`config.mk`:
```
export PLATFORM = sky130hd
export DESIGN_NAME = sa_otp
export DESIGN_NICKNAME = d
export VERILOG_FILES = /design/src/rtl/sa_pkg.sv /design/src/rtl/sa_fifo.sv /design/src/rtl/sa_otp.sv
export SDC_FILE = /design/constraint.sdc
export NUM_CORES = 2
export LEC_CHECK = 0
export ABC_CLOCK_PERIOD_IN_PS = 3600
export BUFFER_PORTS_ARGS = -buffer_cell sky130_fd_sc_hd__buf_2
export CAP_MARGIN = 20
export CORE_MARGIN = 4
export CORE_UTILIZATION = 50
export CTS_BUF_LIST = sky130_fd_sc_hd__clkbuf_8
export CTS_CLUSTER_DIAMETER = 80
export DETAILED_ROUTE_END_ITERATION = 12
export PLACE_DENSITY = 0.62
export SYNTH_ARGS = -nofsm -noshare
export SYNTH_HDL_FRONTEND = slang
export SYNTH_SLANG_ARGS = --single-unit
```
`constraint.sdc`:
```
create_clock -name clk -period 3.6 [get_ports clk]
set_input_delay 0 -clock clk [delete_from_list [all_inputs] [get_ports clk]]
set_output_delay 0 -clock clk [all_outputs]
set_load 0.005 [all_outputs]
```
`src/rtl/sa_pkg.sv`:
```
// constants shared by the security area block and its buffer
package sa_pkg;
  localparam logic [7:0] OP_WREN  = 8'h06;
  localparam logic [7:0] OP_WRDI  = 8'h04;
  localparam logic [7:0] OP_RDSR  = 8'h05;
  localparam logic [7:0] OP_PROG  = 8'h9B;
  localparam logic [7:0] OP_READ  = 8'h77;
  localparam logic [7:0] ERASED   = 8'hFF;
  localparam int         USER_N   = 64;
  localparam int         AREA_N   = 128;
  localparam logic [2:0] LAST_BIT = 3'h7;
  localparam logic [2:0] ADDR_END = 3'h2; // index of third address byte
  localparam logic [2:0] DUMY_END = 3'h1; // index of second dummy byte
  localparam int         ST_BUSY  = 0;
  localparam int         ST_WEL   = 1;
  localparam int         FIFO_W   = 14;   // position and data byte
  localparam int         FIFO_D   = 8;
  localparam int         PROG_TIME_US = 1000;
  localparam int         CLK_MHZ  = 25;
  localparam int         PROG_CYC = PROG_TIME_US * CLK_MHZ;
  typedef enum logic [2:0] {S_OPC, S_ADDR, S_DUMY, S_RDAT, S_WDAT, S_STAT, S_IGN} sa_st_t;
  typedef enum logic [1:0] {P_IDLE, P_DRAIN, P_PROG} sa_ph_t;
endpackage

```
`src/rtl/sa_fifo.sv`:
```
// small fifo carrying program bytes toward the buffer
`timescale 1ns/10ps
module sa_fifo #(
  parameter int W = 14,
  parameter int D = 8
) (
  input  wire logic         clk,
  input  wire logic         nrst,
  input  wire logic [W-1:0] in_data,
  input  wire logic         in_valid,
  output logic              in_ready,
  output logic [W-1:0]      out_data,
  output logic              out_valid,
  input  wire logic         out_ready
);
  localparam int AW = $clog2(D);
  logic [W-1:0] mem_reg [D];
  logic [AW:0]  wp_reg, wp_next, rp_reg, rp_next;
  logic         push, pop;
  // =====================
  // pointers
  always_comb begin
    push     = in_valid && in_ready;
    pop      = out_valid && out_ready;
    wp_next  = push ? wp_reg + 1'b1 : wp_reg;
    rp_next  = pop ? rp_reg + 1'b1 : rp_reg;
    in_ready = !((wp_reg[AW] != rp_reg[AW]) && (wp_reg[AW-1:0] == rp_reg[AW-1:0]));
    out_valid = wp_reg != rp_reg;
    out_data = mem_reg[rp_reg[AW-1:0]];
  end
  always_ff @(posedge clk or negedge nrst) begin
    if (!nrst) begin
      wp_reg <= '0;
      rp_reg <= '0;
    end else begin
      wp_reg <= wp_next;
      rp_reg <= rp_next;
    end
  end
  // storage needs no reset, the pointers guard it
  always_ff @(posedge clk) begin
    if (push) begin
      mem_reg[wp_reg[AW-1:0]] <= in_data;
    end
  end
endmodule // sa_fifo

```
`src/rtl/sa_otp.sv`:
```
// one-time-programmable security area behind a serial command port
`timescale 1ns/10ps
module sa_otp #(
  parameter int          PROG_CYCLES = sa_pkg::PROG_CYC,
  parameter logic [511:0] FACTORY_ID = {64{8'h5A}} // arbitrary value
) (
  input  wire logic clk,
  input  wire logic nrst,
  input  wire logic sck,
  input  wire logic cs_n,
  input  wire logic mosi,
  input  wire logic nv_erase,
  output logic      so,
  output logic      so_oe,
  output logic      busy_flag,
  output logic      write_enable_latch
);
  sa_pkg::sa_st_t st_reg, st_next;
  sa_pkg::sa_ph_t ph_reg, ph_next;
  logic       sck_reg, sck_next, csn_reg, csn_next;
  logic [2:0] bit_reg, bit_next, byt_reg, byt_next;
  logic [7:0] sh_reg, sh_next, opc_reg, opc_next, ob_reg, ob_next;
  logic [6:0] adr_reg, adr_next;
  logic       got_reg, got_next, so_reg, so_next, oe_reg, oe_next;
  logic       wel_reg, wel_next, bsy_reg, bsy_next;
  logic [31:0] cnt_reg, cnt_next;
  logic [7:0] mem_reg [sa_pkg::USER_N];
  logic [7:0] buf_reg [sa_pkg::USER_N];
  logic [sa_pkg::USER_N-1:0] vld_reg;
  logic       used_reg;
  logic       rise, fall, desel, bdone, clr_buf, push, start_p, do_wr;
  logic [7:0] b;
  logic [13:0] f_data;
  logic       f_in_rdy, f_out_vld, f_out_rdy;

  // byte at any area position, factory half from the constant
  function automatic logic [7:0] rd_area(input logic [6:0] i);
    if (i < 7'(sa_pkg::USER_N)) return mem_reg[i[5:0]];
    return FACTORY_ID[8*i[5:0] +: 8];
  endfunction

  function automatic logic [7:0] status(input logic w, input logic y);
    logic [7:0] s;
    s = 8'h00;
    s[sa_pkg::ST_WEL]  = w;
    s[sa_pkg::ST_BUSY] = y;
    return s;
  endfunction

  // =====================
  // serial command engine
  // pins are synchronous to clk, so edges come from one delayed copy
  always_comb begin
    sck_next = sck;
    csn_next = cs_n;
    rise  = !cs_n && sck && !sck_reg;
    fall  = !cs_n && !sck && sck_reg;
    desel = cs_n && !csn_reg;
    bdone = rise && bit_reg == sa_pkg::LAST_BIT;
    b     = {sh_reg[6:0], mosi};
    st_next = st_reg; ph_next = ph_reg; bit_next = bit_reg; byt_next = byt_reg;
    sh_next = sh_reg; opc_next = opc_reg; ob_next = ob_reg; adr_next = adr_reg;
    got_next = got_reg; so_next = so_reg; oe_next = oe_reg;
    wel_next = wel_reg; bsy_next = bsy_reg; cnt_next = cnt_reg;
    clr_buf = 1'b0; push = 1'b0; start_p = 1'b0; do_wr = 1'b0;
    if (rise) begin
      sh_next  = b;
      bit_next = bit_reg + 3'h1;
    end
    if (bdone) begin
      byt_next = byt_reg + 3'h1;
      case (st_reg)
        sa_pkg::S_OPC: begin
          opc_next = b;
          byt_next = 3'h0;
          got_next = 1'b0;
          if (b == sa_pkg::OP_RDSR) begin
            st_next = sa_pkg::S_STAT;
            ob_next = status(wel_reg, bsy_reg);
          end else if (bsy_reg) begin
            st_next = sa_pkg::S_IGN;  // nothing but a status read runs beside a program
          end else if (b == sa_pkg::OP_READ) begin
            st_next = sa_pkg::S_ADDR;
          end else if (b == sa_pkg::OP_PROG) begin
            st_next = sa_pkg::S_ADDR;
            clr_buf = 1'b1;
          end else begin
            st_next = sa_pkg::S_IGN;
          end
        end
        sa_pkg::S_ADDR: begin
          adr_next = b[6:0];
          if (byt_reg == sa_pkg::ADDR_END) begin
            byt_next = 3'h0;
            st_next  = (opc_reg == sa_pkg::OP_READ) ? sa_pkg::S_DUMY : sa_pkg::S_WDAT;
          end
        end
        sa_pkg::S_DUMY: begin
          if (byt_reg == sa_pkg::DUMY_END) begin
            st_next  = sa_pkg::S_RDAT;
            ob_next  = rd_area(adr_reg);
            adr_next = adr_reg + 7'h01;
          end
        end
        sa_pkg::S_RDAT: begin
          ob_next  = rd_area(adr_reg);
          adr_next = adr_reg + 7'h01;
        end
        sa_pkg::S_WDAT: begin
          push     = f_in_rdy;         // drain outruns the byte rate, so never refused
          got_next = 1'b1;
          adr_next = {1'b0, adr_reg[5:0] + 6'h01};
        end
        sa_pkg::S_STAT: ob_next = status(wel_reg, bsy_reg);
        default: ;
      endcase
    end
    // output changes on the falling edge, host samples on the rising one
    if (fall && (st_reg == sa_pkg::S_RDAT || st_reg == sa_pkg::S_STAT)) begin
      so_next = ob_reg[sa_pkg::LAST_BIT - bit_reg];
      oe_next = 1'b1;
    end
    if (cs_n) begin
      st_next  = sa_pkg::S_OPC;
      bit_next = 3'h0;
      oe_next  = 1'b0;
    end
    if (desel && !bsy_reg) begin
      if (st_reg == sa_pkg::S_IGN && bit_reg == 3'h0 && opc_reg == sa_pkg::OP_WREN) begin
        wel_next = 1'b1;
      end else if (st_reg == sa_pkg::S_IGN && bit_reg == 3'h0
                   && opc_reg == sa_pkg::OP_WRDI) begin
        wel_next = 1'b0;
      end else if (opc_reg == sa_pkg::OP_PROG && wel_reg
                   && (st_reg == sa_pkg::S_ADDR || st_reg == sa_pkg::S_WDAT)) begin
        wel_next = 1'b0;
        if (st_reg == sa_pkg::S_WDAT && got_reg && bit_reg == 3'h0 && !used_reg) begin
          ph_next  = sa_pkg::P_DRAIN;
          bsy_next = 1'b1;
        end
      end
    end
    case (ph_reg)
      sa_pkg::P_DRAIN: begin
        if (!f_out_vld) begin         // every byte must reach the buffer first
          ph_next  = sa_pkg::P_PROG;
          cnt_next = 32'h0;
          start_p  = 1'b1;
        end
      end
      sa_pkg::P_PROG: begin
        cnt_next = cnt_reg + 32'h1;
        if (cnt_reg == 32'(PROG_CYCLES - 1)) begin
          ph_next  = sa_pkg::P_IDLE;
          bsy_next = 1'b0;
          do_wr    = 1'b1;
        end
      end
      default: ;
    endcase
  end

  always_ff @(posedge clk or negedge nrst) begin
    if (!nrst) begin
      st_reg <= sa_pkg::S_OPC; ph_reg <= sa_pkg::P_IDLE;
      sck_reg <= 1'b0; csn_reg <= 1'b1;
      bit_reg <= 3'h0; byt_reg <= 3'h0; sh_reg <= 8'h00; opc_reg <= 8'h00;
      ob_reg <= 8'h00; adr_reg <= 7'h00; got_reg <= 1'b0;
      so_reg <= 1'b0; oe_reg <= 1'b0; wel_reg <= 1'b0; bsy_reg <= 1'b0;
      cnt_reg <= 32'h0;
    end else begin
      st_reg <= st_next; ph_reg <= ph_next;
      sck_reg <= sck_next; csn_reg <= csn_next;
      bit_reg <= bit_next; byt_reg <= byt_next; sh_reg <= sh_next; opc_reg <= opc_next;
      ob_reg <= ob_next; adr_reg <= adr_next; got_reg <= got_next;
      so_reg <= so_next; oe_reg <= oe_next; wel_reg <= wel_next; bsy_reg <= bsy_next;
      cnt_reg <= cnt_next;
    end
  end

  assign so                 = so_reg;
  assign so_oe              = oe_reg;
  assign busy_flag          = bsy_reg;
  assign write_enable_latch = wel_reg;

  // =====================
  // program buffer and fifo
  // buffer drain stalls while the array is written
  assign f_out_rdy = (ph_reg != sa_pkg::P_PROG);
  sa_fifo #(.W(sa_pkg::FIFO_W), .D(sa_pkg::FIFO_D)) u_fifo (
    .clk       (clk),
    .nrst      (nrst),
    .in_data   ({adr_reg[5:0], b}),
    .in_valid  (push),
    .in_ready  (f_in_rdy),
    .out_data  (f_data),
    .out_valid (f_out_vld),
    .out_ready (f_out_rdy)
  );

  // =====================
  // nonvolatile user half, kept through nrst like real cells
  // nv_erase stands for a fresh part: all FFh and unused
  logic [7:0] mem_next [sa_pkg::USER_N];
  logic [7:0] buf_next [sa_pkg::USER_N];
  logic [sa_pkg::USER_N-1:0] vld_next;
  logic       used_next;
  always_comb begin
    mem_next = mem_reg; buf_next = buf_reg; vld_next = vld_reg; used_next = used_reg;
    if (clr_buf) begin
      vld_next = '0;
      for (int i = 0; i < sa_pkg::USER_N; i++) buf_next[i] = sa_pkg::ERASED;
    end
    if (f_out_vld && f_out_rdy) begin
      buf_next[f_data[13:8]] = f_data[7:0];
      vld_next[f_data[13:8]] = 1'b1;
    end
    if (start_p) used_next = 1'b1;
    if (do_wr) begin
      for (int i = 0; i < sa_pkg::USER_N; i++) begin
        if (vld_reg[i]) mem_next[i] = buf_reg[i];
      end
    end
    if (nv_erase) begin
      used_next = 1'b0;
      for (int i = 0; i < sa_pkg::USER_N; i++) mem_next[i] = sa_pkg::ERASED;
    end
  end
  always_ff @(posedge clk) begin
    mem_reg  <= mem_next;
    buf_reg  <= buf_next;
    vld_reg  <= vld_next;
    used_reg <= used_next;
  end
endmodule // sa_otp

```
==> flow_metrics.tcl <==
set metrics [dict create \
    run_status "completed" \
    max_clock_freq_mhz 297 \
    gp_congestion 0.847 \
    power.static_leakage_nw 27.0 \
    syn_avg_cell_area_sq_um 11.1 \
    worst_clock_skew_ps 32.6 \
    max_cap_violations 0 \
    grt.total_usage_pct 25.8 \
    total_number_of_vias 37700 \
    period_needed_ps 3360 \
    slew_violations 0 \
    grt_first_pass_wirelength_microns 225000 \
    cts_sinks 1289 \
    postLayoutSetupSlackWorst_ps 236 \
    synthXorXnorAreaFrac_pct 0.230 \
    synthesis.instances 4760 \
    clk_pin_slew_ps 60 \
    placement.io_buffers 9 \
    synth.yosys.seq_area_share_pct 51.9 \
    final_core_utilization_pct 56.7 \
    timing_hold_violations_final 0 \
    power.ir.vdd_worst_uv 324 \
    start_util_pct 50.6 \
    synth-async-reset-ratio_pct 6.83 \
    dr.pass1.iters 6 \
    critPathCaptureType "flip-flop" \
    slew-limit-headroom_pct 23.1 \
    area_share_of_and_or_nand_nor_cells_after_synthesis_pct 15.2 \
    finalNetCount 4799 \
    grt_start_max_net_pins 131 \
    totalWireLength_microns 146000 \
    drc 0 \
    resized_after_cts 0 \
    htree_depth 4 \
    worstPathRequired_ps 4400 \
    share_of_layout_cells_above_drive_strength_1_pct 14.3 \
    synthAdderAreaFrac_pct 0.285 \
    floorplan.io_pins 10 \
    fp-row-count 118 \
    tightestPinTransition_ps 1150 \
    dieHeight_microns 333 \
    rsz0062_at_grt "false" \
    min_path_type "in -> reg" \
    grt.overflow.total 0 \
    syn-cell-area_sq_um 52700 \
    path_max_fanout 19 \
    dp.final_hpwl_microns 91700 \
    tritoncts "done" \
    fp.dieArea_sq_um 111000 \
    setup_viol_count_final 0 \
    route.detailed.vias_per_inst 5.96 \
    post_synth_edffs 112 \
    cts_buffers 208 \
    synth_ff_type "sky130_fd_sc_hd__dfxtp_1" \
    yosys_warnings 0 \
    critical_path.startpoint_type "flip-flop" \
    ys_seq_elements 1289 \
    numPlacedInstances 5941 \
    synth.distinct_cells 87 \
    initial_antenna_violation_count 1 \
    pre_cts_ws_ps 185 \
    power_per_cell_area_nw_per_um2 463 \
    cts_root_buffer "sky130_fd_sc_hd__clkbuf_8" \
    cts_max_path_buffers 3 \
    antenna_violating_nets_post_route 0 \
    final_cells 6324 \
    yosysTopAreaCellShare_pct 41.4 \
    critPathArrivalTime_ps 4170 \
    synth_top_family_by_area "multiplexers" \
    die_w_microns 333 \
    layout_worst_path_cycle_share_pct 93.4 \
    synth_compound_gate_area_share_pct 11.3 \
    syn_nets 4778 \
    first_iter_violations 3013 \
    first_global_vias 36600 \
    placeableCoreArea_sq_um 104000 \
    worst_skew_pair.late_latency_ps 890 \
    multiplexer_share_of_the_synthesized_area_pct 17.7 \
    signed_area_change_from_the_synthesized_netlist_to_the_final_layout_pct 12.0 \
    totalNegativeSetupSlack_ps 0 \
    wire_per_inst_microns 23.1 \
    ys_top_cells_by_area "sky130_fd_sc_hd__dfxtp_1 (41%), sky130_fd_sc_hd__mux2i_1 (10%), sky130_fd_sc_hd__a211o_1 (8.6%), sky130_fd_sc_hd__edfxtp_1 (6.4%), sky130_fd_sc_hd__mux4_2 (6.3%)" \
    critPathKind "reg -> reg" \
    synthDominantAreaCellType "sky130_fd_sc_hd__dfxtp_1" \
]
## power breakdown
part | internal [mW] | total, mW | switching, mW | leakage, nW
combinational | 0.0913 | 0.262 | 0.171 | 13.5
sequential | 14.6 | 14.8 | 0.178 | 11.0
clock | 6.53 | 12.3 | 5.77 | 2.42
## stage by stage
step / cell area (sq um) / power, mW / hold slack (ps)
2_1_floorplan: 52700 / 15.1 / -296
3_3_place_gp: 54800 / 15.3 / 166
6_report: 59000 / 27.3 / 96.2
3_5_place_dp: 54800 / 15.3 / 163
4_1_cts: 59000 / 27.6 / 20.3
5_1_grt: 59000 / 28.3 / 47.2
## cells in the final DEF, fill, tap and decap left out, types with 13 or more instances in the layout
cell type,count
sky130_fd_sc_hd__nor4_1,15
sky130_fd_sc_hd__a211o_1,516
sky130_fd_sc_hd__a22oi_1,18
sky130_fd_sc_hd__nor2b_1,16
sky130_fd_sc_hd__and3_1,521
sky130_fd_sc_hd__dfxtp_1,1089
sky130_fd_sc_hd__nand2_1,250
sky130_fd_sc_hd__nor3_1,25
sky130_fd_sc_hd__o31ai_1,13
sky130_fd_sc_hd__clkbuf_8,260
sky130_fd_sc_hd__mux2_2,39
sky130_fd_sc_hd__o21ai_0,32
sky130_fd_sc_hd__buf_12,42
sky130_fd_sc_hd__buf_4,131
sky130_fd_sc_hd__dfrtp_1,82
sky130_fd_sc_hd__nor2_1,555
sky130_fd_sc_hd__mux2i_1,543
sky130_fd_sc_hd__a21oi_1,38
sky130_fd_sc_hd__nand3_1,51
sky130_fd_sc_hd__o22ai_1,14
sky130_fd_sc_hd__edfxtp_1,112
sky130_fd_sc_hd__mux4_2,147
sky130_fd_sc_hd__inv_1,105
sky130_fd_sc_hd__nand2b_1,23
sky130_fd_sc_hd__nand4_1,23
## critical path, cell delays in order (launching register included)
cell and delay [ps]:
sky130_fd_sc_hd__dfrtp_2 690, sky130_fd_sc_hd__xor2_2 340, sky130_fd_sc_hd__o41ai_4 180, sky130_fd_sc_hd__buf_4 220, sky130_fd_sc_hd__nor2_1 750, sky130_fd_sc_hd__nand4b_1 730
sky130_fd_sc_hd__mux2i_1 380
## per-layer routing
layer / wire length (microns) / vias up / track usage (%)
met1: 68000 / 18900 / 37.0
li1: - / 17700 / -
met2: 66600 / 927 / 40.2
met3: 8150 / 226 / 4.21
met4: 3420 / 0 / 7.78
met5: 0 / - / 0
## area by class of cell
type | instances | area [sq um]
antenna | 2 | 5.00
clock buffer | 260 | 3580
clock inverter | 111 | 508
fill | 9007 | 45100
inverter | 23 | 86.3
multi-input combinational | 3067 | 23700
sequential | 1289 | 27400
tap | 1380 | 1730
timing repair buffer | 192 | 2000
## repair_timing
item,CTS,global route
setup buffers,0,0
hold buffers,9,0
hold endpoints to repair,268,0
setup endpoints to repair,0,1
## cells by family (layout without fill, tap and decap cells)
family / count (synthesis) / count (layout)
AND/OR/NAND/NOR: 1584 / 1584
XOR/XNOR: 13 / 13
multiplexers: 738 / 738
buffers and inverters: 404 / 586
AO/OA/AOI/OAI: 720 / 720
adder cells (fa/ha/maj): 12 / 12
other: 0 / 2
flip-flops: 1289 / 1289
## Yosys cell counts (all sizes together), types with 9 or more instances
cell    number
dfrtp       87
nand4       23
a21oi       38
nand3       51
nor3        33
inv         22
dfxtp     1089
mux2i      552
nor4        18
or4         11
mux2        39
nor2b       16
o31ai       14
a22oi       18
o21ai       34
nand2b      23
edfxtp     112
buf        161
a211o      516
ha          12
nor2       557
o221ai      12
nand4b      12
or3          9
o22ai       14
mux4       147
clkbuf     220
nand2      252
and3       521
## final timing paths
kind	from	endpoint	slack [ps]	depth (start not counted)
max in group asynchronous	nrst	adr_reg[0]	3020	4
setup reg to reg	u_fifo.rp_reg[0]	buf_reg[178]	240	6
setup / recovery	u_fifo.rp_reg[0]	buf_reg[178]	240	6
hold / removal	mosi	u_fifo.mem_reg[6][0]	100	2
hold reg to reg	mem_reg[427]	mem_reg[427]	460	1
min in group asynchronous	nrst	cnt_reg[8]	240	4
Note: power is estimated with default switching activity, not from simulation.
